<file path="src/verilog/stim_pkg.sv">
/*
  Constants for the stimulus drive control block: register map, field
  positions, reset values, mode codes and frequency thresholds.
  Assumes a 32-bit Avalon-MM register bus with word addressing by byte.
*/
package stim_pkg;
  // ------------------------------------------------------------
  // Register byte addresses (index times four)
  // ------------------------------------------------------------
  localparam logic [7:0] IDX_DRIVE_CFG  = 8'h22;
  localparam logic [7:0] IDX_AMP_CFG    = 8'h25;
  localparam logic [9:0] ADDR_DRIVE_CFG = 10'h088;
  localparam logic [9:0] ADDR_AMP_CFG   = 10'h094;
  localparam logic [9:0] ADDR_FREQ      = 10'h100;
  localparam logic [9:0] ADDR_CTRL      = 10'h104;
  localparam logic [9:0] ADDR_IRQ_STAT  = 10'h108;
  localparam logic [9:0] ADDR_IRQ_EN    = 10'h10C;
  localparam logic [9:0] ADDR_IRQ_CLR   = 10'h110;
  localparam logic [9:0] ADDR_DRV_STAT  = 10'h114;

  // ------------------------------------------------------------
  // Field positions
  // ------------------------------------------------------------
  localparam int MODE_LSB   = 0;
  localparam int RANGE_LSB  = 2;
  localparam int MAG_LSB    = 4;
  localparam int EXTRES_BIT = 7;
  localparam int BW_LSB     = 0;
  localparam int AMPRG_LSB  = 2;
  localparam int CMON_BIT   = 0;
  localparam int IRQ_OOR    = 0;
  localparam int IRQ_CLAMP  = 1;
  localparam int IRQ_W      = 2;

  // ------------------------------------------------------------
  // Reset values and codes
  // ------------------------------------------------------------
  localparam logic [7:0]  DRIVE_CFG_RST = 8'h03;
  localparam logic [3:0]  AMP_CFG_RST   = 4'h0;
  localparam logic [31:0] FREQ_RST      = 32'h0000_0000;
  localparam logic [1:0]  MODE_CURRENT  = 2'h0;
  localparam logic [1:0]  MODE_VOLTAGE  = 2'h1;
  localparam logic [1:0]  MODE_HBRIDGE  = 2'h2;
  localparam logic [1:0]  MODE_STANDBY  = 2'h3;
  localparam logic [1:0]  RANGE_TOP     = 2'h3;

  // Least frequency (Hz) per magnitude on the top range
  localparam logic [31:0] FREQ_MIN_MAG0 = 32'd512;
  localparam logic [31:0] FREQ_MIN_MAG1 = 32'd2048;
  localparam logic [31:0] FREQ_MIN_MAG2 = 32'd8192;
  localparam logic [31:0] FREQ_MIN_MAG3 = 32'd16384;

  localparam logic [31:0] SLV_ERR_DATA  = 32'h0000_0000;
endpackage

</file>
<file path="src/verilog/stim_safety_clamp.sv">
/*
  Safety clamp: maps a requested range and magnitude at a given stimulus
  frequency to the highest allowed pair. Purely combinational.
  Assumes the frequency word is the stimulus frequency in Hz.
*/
`timescale 1ns/1ps
module stim_safety_clamp (
  input  wire logic [1:0]  range_in,
  input  wire logic [1:0]  mag_in,
  input  wire logic [31:0] freq_in,
  output logic      [1:0]  range_out,
  output logic      [1:0]  mag_out,
  output logic             clamped_out
);
  logic [3:0] allowed;

  // ------------------------------------------------------------
  // Allowed magnitudes on the top range
  // ------------------------------------------------------------
  assign allowed[0] = freq_in >= stim_pkg::FREQ_MIN_MAG0;
  assign allowed[1] = freq_in >= stim_pkg::FREQ_MIN_MAG1;
  assign allowed[2] = freq_in >= stim_pkg::FREQ_MIN_MAG2;
  assign allowed[3] = freq_in >= stim_pkg::FREQ_MIN_MAG3;

  always_comb begin
    range_out   = range_in;
    mag_out     = mag_in;
    clamped_out = 1'b0;
    if (range_in == stim_pkg::RANGE_TOP && !allowed[mag_in]) begin
      clamped_out = 1'b1;
      if (allowed[2]) begin
        mag_out = 2'h2;
      end else if (allowed[1]) begin
        mag_out = 2'h1;
      end else if (allowed[0]) begin
        mag_out = 2'h0;
      end else begin
        range_out = 2'h2;
        mag_out   = 2'h3;
      end
    end
  end
endmodule // stim_safety_clamp

</file>
<file path="src/verilog/stimulus_drive_control.sv">
/*
  Stimulus drive control for the bioimpedance transmit channel: mode
  decode, range and magnitude decode with safety clamp, compliance monitor
  status and interrupt, registers over Avalon-MM with waitrequest.
  Assumes one 100 MHz clock, synchronous active-low reset, and compliance
  comparator outputs arriving asynchronously from the analog side.
*/
// Operation
// - mode code 3 selects low-power standby
// - standby keeps synthesizer on, closes return clamp
// - standby idles amplifiers and disables H-bridge
// - mode 0 runs sine current stimulus
// - current mode drives synthesizer into current DAC
// - range field selects one of four resistors, none in H-bridge mode
// - external resistor bit replaces internal resistor
// - amplifier range and bandwidth from register fields
// - range and magnitude give sixteen current steps
// - disallowed setting rewritten to highest allowed
// - top range magnitudes need minimum frequencies
// - monitor enabled and swing exceeded sets flag
// - mode 1 runs voltage stimulus with follower
// - mode 2 runs H-bridge, synthesizer off
`timescale 1ns/1ps
module stimulus_drive_control (
  input  wire logic        clk_sys_in,
  input  wire logic        rstn_in,
  input  wire logic [9:0]  avs_address_in,
  input  wire logic        avs_read_in,
  input  wire logic        avs_write_in,
  input  wire logic [31:0] avs_writedata_in,
  input  wire logic [3:0]  avs_byteenable_in,
  output logic      [31:0] avs_readdata_out,
  output logic      [1:0]  avs_response_out,
  output logic             avs_waitrequest_out,
  input  wire logic        swing_low_in,
  input  wire logic        swing_high_in,
  output logic             irq_out,
  output logic             synth_en_out,
  output logic             idac_en_out,
  output logic             return_clamp_out,
  output logic             amp_lowpower_out,
  output logic             hbridge_en_out,
  output logic             follower_en_out,
  output logic             vdrv_to_first_out,
  output logic      [3:0]  range_res_sel_out,
  output logic             ext_res_sel_out,
  output logic      [1:0]  amp_range_out,
  output logic      [1:0]  amp_bandwidth_out,
  output logic      [3:0]  current_step_out
);
  typedef struct packed {
    logic [7:0]  drive_cfg;
    logic [3:0]  amp_cfg;
    logic [31:0] freq;
    logic        cmon_en;
    logic [1:0]  irq_stat;
    logic [1:0]  irq_en;
    logic [1:0]  lo_sync;
    logic [1:0]  hi_sync;
    logic        ack;
    logic [31:0] rdata;
    logic [1:0]  resp;
    logic [9:0]  outs;
    logic [3:0]  range_res;
    logic [3:0]  step;
  } state_t;

  state_t st;
  state_t next_st;

  logic [1:0]  clamp_range;
  logic [1:0]  clamp_mag;
  logic        clamp_hit;
  logic [31:0] wmask;
  logic        req;
  logic        wr_go;
  logic        mapped;
  logic        oor;
  logic [1:0]  mode;

  // ------------------------------------------------------------
  // Safety clamp on the stored setting
  // ------------------------------------------------------------
  stim_safety_clamp u_clamp (
    .range_in    (st.drive_cfg[stim_pkg::RANGE_LSB +: 2]),
    .mag_in      (st.drive_cfg[stim_pkg::MAG_LSB +: 2]),
    .freq_in     (st.freq),
    .range_out   (clamp_range),
    .mag_out     (clamp_mag),
    .clamped_out (clamp_hit)
  );

  generate
    for (genvar b = 0; b < 4; b++) begin : g_mask
      assign wmask[8*b +: 8] = {8{avs_byteenable_in[b]}};
    end
  endgenerate

  assign req   = (avs_read_in || avs_write_in) && !st.ack;
  // Write lands at the edge where waitrequest is seen low
  assign wr_go = avs_write_in && st.ack;
  assign mapped = avs_address_in inside {stim_pkg::ADDR_DRIVE_CFG, stim_pkg::ADDR_AMP_CFG, stim_pkg::ADDR_FREQ,
                                         stim_pkg::ADDR_CTRL, stim_pkg::ADDR_IRQ_STAT, stim_pkg::ADDR_IRQ_EN,
                                         stim_pkg::ADDR_IRQ_CLR, stim_pkg::ADDR_DRV_STAT};
  assign mode  = st.drive_cfg[stim_pkg::MODE_LSB +: 2];
  // Second sync stage only
  assign oor   = st.cmon_en && (st.lo_sync[1] || st.hi_sync[1]);

  // ------------------------------------------------------------
  // Next state
  // ------------------------------------------------------------
  always_comb begin
    next_st = st;
    next_st.lo_sync = {st.lo_sync[0], swing_low_in};
    next_st.hi_sync = {st.hi_sync[0], swing_high_in};
    next_st.ack  = req;
    next_st.resp = 2'h0;
    // Response stands with the answer, for reads and writes alike
    if (req && !mapped) begin
      next_st.resp = 2'h2;
    end

    // Bus writes
    if (wr_go) begin
      unique case (avs_address_in)
        stim_pkg::ADDR_DRIVE_CFG: next_st.drive_cfg = (st.drive_cfg & ~wmask[7:0]) | (avs_writedata_in[7:0] & wmask[7:0]);
        stim_pkg::ADDR_AMP_CFG:   next_st.amp_cfg = (st.amp_cfg & ~wmask[3:0]) | (avs_writedata_in[3:0] & wmask[3:0]);
        stim_pkg::ADDR_FREQ:      next_st.freq = (st.freq & ~wmask) | (avs_writedata_in & wmask);
        stim_pkg::ADDR_CTRL:      next_st.cmon_en = wmask[0] ? avs_writedata_in[stim_pkg::CMON_BIT] : st.cmon_en;
        stim_pkg::ADDR_IRQ_EN:    next_st.irq_en = (st.irq_en & ~wmask[1:0]) | (avs_writedata_in[1:0] & wmask[1:0]);
        stim_pkg::ADDR_IRQ_CLR:   next_st.irq_stat = st.irq_stat & ~(avs_writedata_in[1:0] & wmask[1:0]);
        stim_pkg::ADDR_IRQ_STAT, stim_pkg::ADDR_DRV_STAT: ;
        default:                  ;
      endcase
    end

    // Clamp rewrite one cycle after any offending setting
    if (clamp_hit && !(wr_go && (avs_address_in == stim_pkg::ADDR_DRIVE_CFG || avs_address_in == stim_pkg::ADDR_FREQ))) begin
      next_st.drive_cfg[stim_pkg::RANGE_LSB +: 2] = clamp_range;
      next_st.drive_cfg[stim_pkg::MAG_LSB +: 2]   = clamp_mag;
    end

    // Events win over clear
    if (oor) begin
      next_st.irq_stat[stim_pkg::IRQ_OOR] = 1'b1;
    end
    if (clamp_hit) begin
      next_st.irq_stat[stim_pkg::IRQ_CLAMP] = 1'b1;
    end

    // Bus reads
    next_st.rdata = 32'h0000_0000;
    if (avs_read_in && !st.ack) begin
      unique case (avs_address_in)
        stim_pkg::ADDR_DRIVE_CFG: next_st.rdata = {24'h000000, st.drive_cfg};
        stim_pkg::ADDR_AMP_CFG:   next_st.rdata = {28'h0000000, st.amp_cfg};
        stim_pkg::ADDR_FREQ:      next_st.rdata = st.freq;
        stim_pkg::ADDR_CTRL:      next_st.rdata = {31'h00000000, st.cmon_en};
        stim_pkg::ADDR_IRQ_STAT:  next_st.rdata = {30'h00000000, st.irq_stat};
        stim_pkg::ADDR_IRQ_EN:    next_st.rdata = {30'h00000000, st.irq_en};
        stim_pkg::ADDR_IRQ_CLR:   next_st.rdata = 32'h0000_0000;
        stim_pkg::ADDR_DRV_STAT:  next_st.rdata = {27'h0000000, st.step, oor};
        default: begin
          next_st.rdata = stim_pkg::SLV_ERR_DATA;
        end
      endcase
    end

    // Analog control decode, registered
    // outs: synth, idac, clamp, lowpwr, hbridge, follower, vdrv_first, ext, spare
    next_st.outs      = 10'h000;
    next_st.range_res = 4'h0;
    unique case (mode)
      stim_pkg::MODE_CURRENT: begin
        next_st.outs[0] = 1'b1;
        next_st.outs[1] = 1'b1;
      end
      stim_pkg::MODE_VOLTAGE: begin
        next_st.outs[0] = 1'b1;
        next_st.outs[1] = 1'b1;
        next_st.outs[5] = 1'b1;
        next_st.outs[6] = 1'b1;
      end
      stim_pkg::MODE_HBRIDGE: begin
        next_st.outs[4] = 1'b1;
      end
      stim_pkg::MODE_STANDBY: begin
        next_st.outs[0] = 1'b1;
        next_st.outs[2] = 1'b1;
        next_st.outs[3] = 1'b1;
      end
    endcase
    if (mode != stim_pkg::MODE_HBRIDGE) begin
      if (st.drive_cfg[stim_pkg::EXTRES_BIT]) begin
        next_st.outs[7] = 1'b1;
      end else begin
        next_st.range_res[st.drive_cfg[stim_pkg::RANGE_LSB +: 2]] = 1'b1;
      end
    end
    // Step index: range major, magnitude minor
    next_st.step = {st.drive_cfg[stim_pkg::RANGE_LSB +: 2], st.drive_cfg[stim_pkg::MAG_LSB +: 2]};
  end

  // ------------------------------------------------------------
  // State register
  // ------------------------------------------------------------
  always_ff @(posedge clk_sys_in) begin
    if (!rstn_in) begin
      st           <= '0;
      st.drive_cfg <= stim_pkg::DRIVE_CFG_RST;
      st.amp_cfg   <= stim_pkg::AMP_CFG_RST;
      st.freq      <= stim_pkg::FREQ_RST;
    end else begin
      st <= next_st;
    end
  end

  // ------------------------------------------------------------
  // Outputs
  // ------------------------------------------------------------
  assign avs_waitrequest_out = !st.ack;
  assign avs_readdata_out    = st.rdata;
  assign avs_response_out    = st.resp;
  assign irq_out             = |(st.irq_stat & st.irq_en);
  assign synth_en_out        = st.outs[0];
  assign idac_en_out         = st.outs[1];
  assign return_clamp_out    = st.outs[2];
  assign amp_lowpower_out    = st.outs[3];
  assign hbridge_en_out      = st.outs[4];
  assign follower_en_out     = st.outs[5];
  assign vdrv_to_first_out   = st.outs[6];
  assign ext_res_sel_out     = st.outs[7];
  assign range_res_sel_out   = st.range_res;
  assign amp_range_out       = st.amp_cfg[stim_pkg::AMPRG_LSB +: 2];
  assign amp_bandwidth_out   = st.amp_cfg[stim_pkg::BW_LSB +: 2];
  assign current_step_out    = st.step;

  // ------------------------------------------------------------
  // Checks
  // ------------------------------------------------------------
  AST_STANDBY: assert property (@(posedge clk_sys_in) disable iff (!rstn_in)
    mode == stim_pkg::MODE_STANDBY |=> synth_en_out && return_clamp_out && !hbridge_en_out)
    else $error("standby outputs wrong");
  AST_STANDBY_LP: assert property (@(posedge clk_sys_in) disable iff (!rstn_in)
    mode == stim_pkg::MODE_STANDBY |=> amp_lowpower_out)
    else $error("standby not low power");
  AST_MODE_DECODE: assert property (@(posedge clk_sys_in) disable iff (!rstn_in)
    mode == 2'h3 |=> !idac_en_out)
    else $error("standby decode wrong");
  AST_CURRENT: assert property (@(posedge clk_sys_in) disable iff (!rstn_in)
    mode == stim_pkg::MODE_CURRENT |=> synth_en_out && idac_en_out && !return_clamp_out)
    else $error("current mode outputs wrong");
  AST_IDAC: assert property (@(posedge clk_sys_in) disable iff (!rstn_in)
    idac_en_out |-> synth_en_out)
    else $error("dac without synthesizer");
  AST_VOLTAGE: assert property (@(posedge clk_sys_in) disable iff (!rstn_in)
    mode == stim_pkg::MODE_VOLTAGE |=> follower_en_out && vdrv_to_first_out)
    else $error("voltage mode outputs wrong");
  AST_HBRIDGE: assert property (@(posedge clk_sys_in) disable iff (!rstn_in)
    mode == stim_pkg::MODE_HBRIDGE |=> hbridge_en_out && !synth_en_out && range_res_sel_out == 4'h0)
    else $error("hbridge outputs wrong");
  AST_ONE_RES: assert property (@(posedge clk_sys_in) disable iff (!rstn_in)
    $countones(range_res_sel_out) <= 1)
    else $error("more than one range resistor");
  AST_EXT_RES: assert property (@(posedge clk_sys_in) disable iff (!rstn_in)
    ext_res_sel_out |-> range_res_sel_out == 4'h0)
    else $error("external and internal resistor together");
  AST_AMP: assert property (@(posedge clk_sys_in) disable iff (!rstn_in)
    amp_range_out == st.amp_cfg[3:2] && amp_bandwidth_out == st.amp_cfg[1:0])
    else $error("amplifier fields wrong");
  AST_STEP: assert property (@(posedge clk_sys_in) disable iff (!rstn_in)
    1'b1 |=> current_step_out == {$past(st.drive_cfg[3:2]), $past(st.drive_cfg[5:4])})
    else $error("current step wrong");
  AST_CLAMP: assert property (@(posedge clk_sys_in) disable iff (!rstn_in)
    clamp_hit |-> ##[1:2] !clamp_hit || $changed(st.freq))
    else $error("disallowed setting persisted");
  AST_TOP_LIMIT: assert property (@(posedge clk_sys_in) disable iff (!rstn_in)
    clamp_hit && !wr_go |=> st.drive_cfg[5:4] == $past(clamp_mag))
    else $error("clamp did not rewrite magnitude");
  AST_FREQ_RULE: assert property (@(posedge clk_sys_in) disable iff (!rstn_in)
    st.drive_cfg[3:2] == 2'h3 && st.drive_cfg[5:4] == 2'h3 && st.freq < 32'd16384 |-> clamp_hit)
    else $error("top step allowed below limit");
  AST_OOR: assert property (@(posedge clk_sys_in) disable iff (!rstn_in)
    oor |=> st.irq_stat[stim_pkg::IRQ_OOR])
    else $error("compliance flag not set");
endmodule // stimulus_drive_control
</file>
<file path="config.mk">
export PLATFORM = sky130hd
export DESIGN_NAME = stimulus_drive_control
export DESIGN_NICKNAME = d
export VERILOG_FILES = /design/src/verilog/stim_pkg.sv /design/src/verilog/stim_safety_clamp.sv /design/src/verilog/stimulus_drive_control.sv
export SDC_FILE = /design/constraint.sdc
export NUM_CORES = 1
export LEC_CHECK = 0
export BUFFER_PORTS_ARGS = -buffer_cell sky130_fd_sc_hd__buf_4
export CORE_ASPECT_RATIO = 0.8
export CORE_MARGIN = 2
export CORE_UTILIZATION = 45
export CTS_BUF_LIST = sky130_fd_sc_hd__clkbuf_4
export CTS_CLUSTER_SIZE = 8
export DETAILED_ROUTE_END_ITERATION = 6
export GPL_TIMING_DRIVEN = 0
export PLACE_DENSITY = 0.8
export SKIP_LAST_GASP = 1
export SYNTH_ARGS = -nofsm -noshare
export SYNTH_HDL_FRONTEND = slang
export SYNTH_SLANG_ARGS = --single-unit
</file>
<file path="constraint.sdc">
create_clock -name clk_sys_in -period 2.7 [get_ports clk_sys_in]
set_input_delay 0.54 -clock clk_sys_in [delete_from_list [all_inputs] [get_ports clk_sys_in]]
set_output_delay 0.54 -clock clk_sys_in [all_outputs]
set_load 0.005 [all_outputs]
</file>
==> metrics.txt <==
status=complete, no violations; dominant cells by area after synthesis=dfxtp_1 50%, buf_4 9.7%, nand3_1 6.1%; most area-hungry cell type in the Yosys netlist=dfxtp_1; layout cells sized above 1=31.3%; cts bufs inserted=9; die area=0.00976 mm²; GP Congestion=0.864; Pwr Density=476 mW/mm²; DRT Pass-1 Iters=6; number of I/O pins=108; antenna viol nets, final=0; initial DRC count=218; routed len/inst=14.1 µm; sequential cell area fraction in the yosys report=50.0%; Synth cell types=39; post-route setup TNS=0 ns; Synth Flop Type=dfxtp_1; fmax=449 MHz; Worst-Margin Slew=0.653 ns; syn avg cell area=8.85 µm²; htree depth=3; post-synthesis cell count=457; endpoints failing setup=0; Critical Path RT=3.06 ns; Min-Delay Path Class=in2reg; EDFF count, synth=0; root buf cell=clkbuf_4; Async S/R FF share, synth=0%; global-route wire length before repair=14,900 µm; drt drc=0; FP Rows=30; Max Slew Vio Count=0; Final period util=82.5%; Die Ht=88.8 µm; vias in the first global route=3,106; hold path depth=2; cts hold-fix bufs=0; antenna violations before repair=0; area delta synth->final=26.0%; Max-slew headroom=55.8%; worst hold start=swing_high_in; most common cell after layout, fill and taps aside=buf_4; starting density of the core=47.0%; GRT Overall Usage=20.1%; unrepaired setup endpoints after global routing=false; Crit. End Element=flop; Post-Route WL=9660 µm; Crit Path Category=reg2reg; buffers added on ports=103; Post-CTS Resized=0; CP Max Fanout=3; syn_nets=509; Final Skew=0.0216 ns; antenna cells=0; final hold vios=0; post-CTS setup buffer count=0; Layout Nets=623; largest net degree at the start of global routing=18; max_cap viols=0; maximum VDD drop=0.000298 V; Die W=110 µm; GRT overflow=0; leakage power=0.00218 µW; Synth Register Bits=101; R2R cell count=5; CTS tree=built; Via Count=3,504; Worst-path clk slew=0.16 ns; Ys Warns=0; post-DR vias/cell=5.10; Clock Path Buffers=2; Mapped Area=0.00404 mm²; most frequent cells in the layout=155 x buf_4, 101 x dfxtp_1, 59 x nand2_1, 49 x nand3_1, 46 x a21oi_1; Worst EP arrival=2.59 ns; HPWL after detailed placement=7430 µm; Placeable Area=0.00860 mm²; later-pin clock latency in the skew report=0.44 ns; area share of the leading cell type in the synthesized netlist=50.0%; clock sink count=101; total power=2420 µW; nature of the critical path startpoint=flop; final critical-path required period=2.23 ns
## critical path, stage by stage, from the launching register on
cell	delay (ns)
dfxtp_1	0.36
nor4_1	0.37
nand3_1	0.18
nor4b_1	0.62
a21boi_0	0.27
a221oi_1	0.33
## synth_stat cells, types with 2 or more instances
library cell / n
o21ai_0: 5
and3_1: 9
nor3b_1: 5
nor4b_1: 4
buf_2: 3
mux2i_1: 5
a222oi_1: 3
or3_1: 2
inv_1: 6
nor2_1: 22
and2_1: 33
buf_4: 52
dfxtp_1: 101
clkbuf_1: 15
a22oi_1: 6
nor4_1: 6
nand2_1: 59
a221oi_1: 3
a21oi_1: 46
nand3_1: 49
nor3_1: 4
mux2_2: 2
## cells by family after synthesis
family	synth area share [%]
AOI/OAI and AO/OA	10.2
buffers and inverters	12.1
DFF	50.0
muxes	1.80
and+or+nand+nor	25.9
other	0.0928
## worst paths after layout
| kind | to | slack, ns |
|---|---|---|
| max | next_st[1]$_SDFFE_PN0P_ | 0.47 |
| min | next_st[54]$_SDFF_PN0_ | 0.30 |
| max reg2reg | next_st[1]$_SDFFE_PN0P_ | 0.47 |
| min reg2reg | st[54]$_SDFF_PN0_ | 0.46 |
## power by group
| part | switching (µW) | leakage [µW] | internal (µW) |
|---|---|---|---|
| clock | 497 | 0.0000690 | 286 |
| sequential | 3.21 | 0.000816 | 1500 |
| combinational | 69.1 | 0.00129 | 71.2 |
| total | 569 | 0.00218 | 1860 |
## metal layers
metal | global-route usage [%] | vias to the layer above | routed length (µm)
met2 | 31.8 | 134 | 4580
met1 | 27.6 | 1619 | 4220
met5 | 0 | - | 0
met4 | 5.64 | 0 | 151
li1 | - | 1736 | -
met3 | 4.86 | 15 | 706
## per-stage QoR
step                setup WS, ns  instance area (µm²)  util (%)  hold WS [ns]  cells
global placement           0.126                 4960      57.7         0.416    672
finish                     0.472                 5090      59.3         0.301    687
floorplan                  0.601                 4040         -         0.412    457
CTS                        0.527                 5090      59.3         0.275    687
global route               0.169                 5090      59.3         0.275    687
detailed placement        0.0867                 4960      57.7         0.428    672
## final cells by class
cell class | instances | area, µm²
buffer | 71 | 465
clock buffer | 9 | 67.6
clock inverter | 6 | 71.3
fill | 798 | 3500
inverter | 6 | 22.5
multi-input combinational | 279 | 1530
sequential | 101 | 2020
tap | 112 | 140
timing repair buffer | 103 | 773
Note: power is estimated with default switching activity, not from simulation.
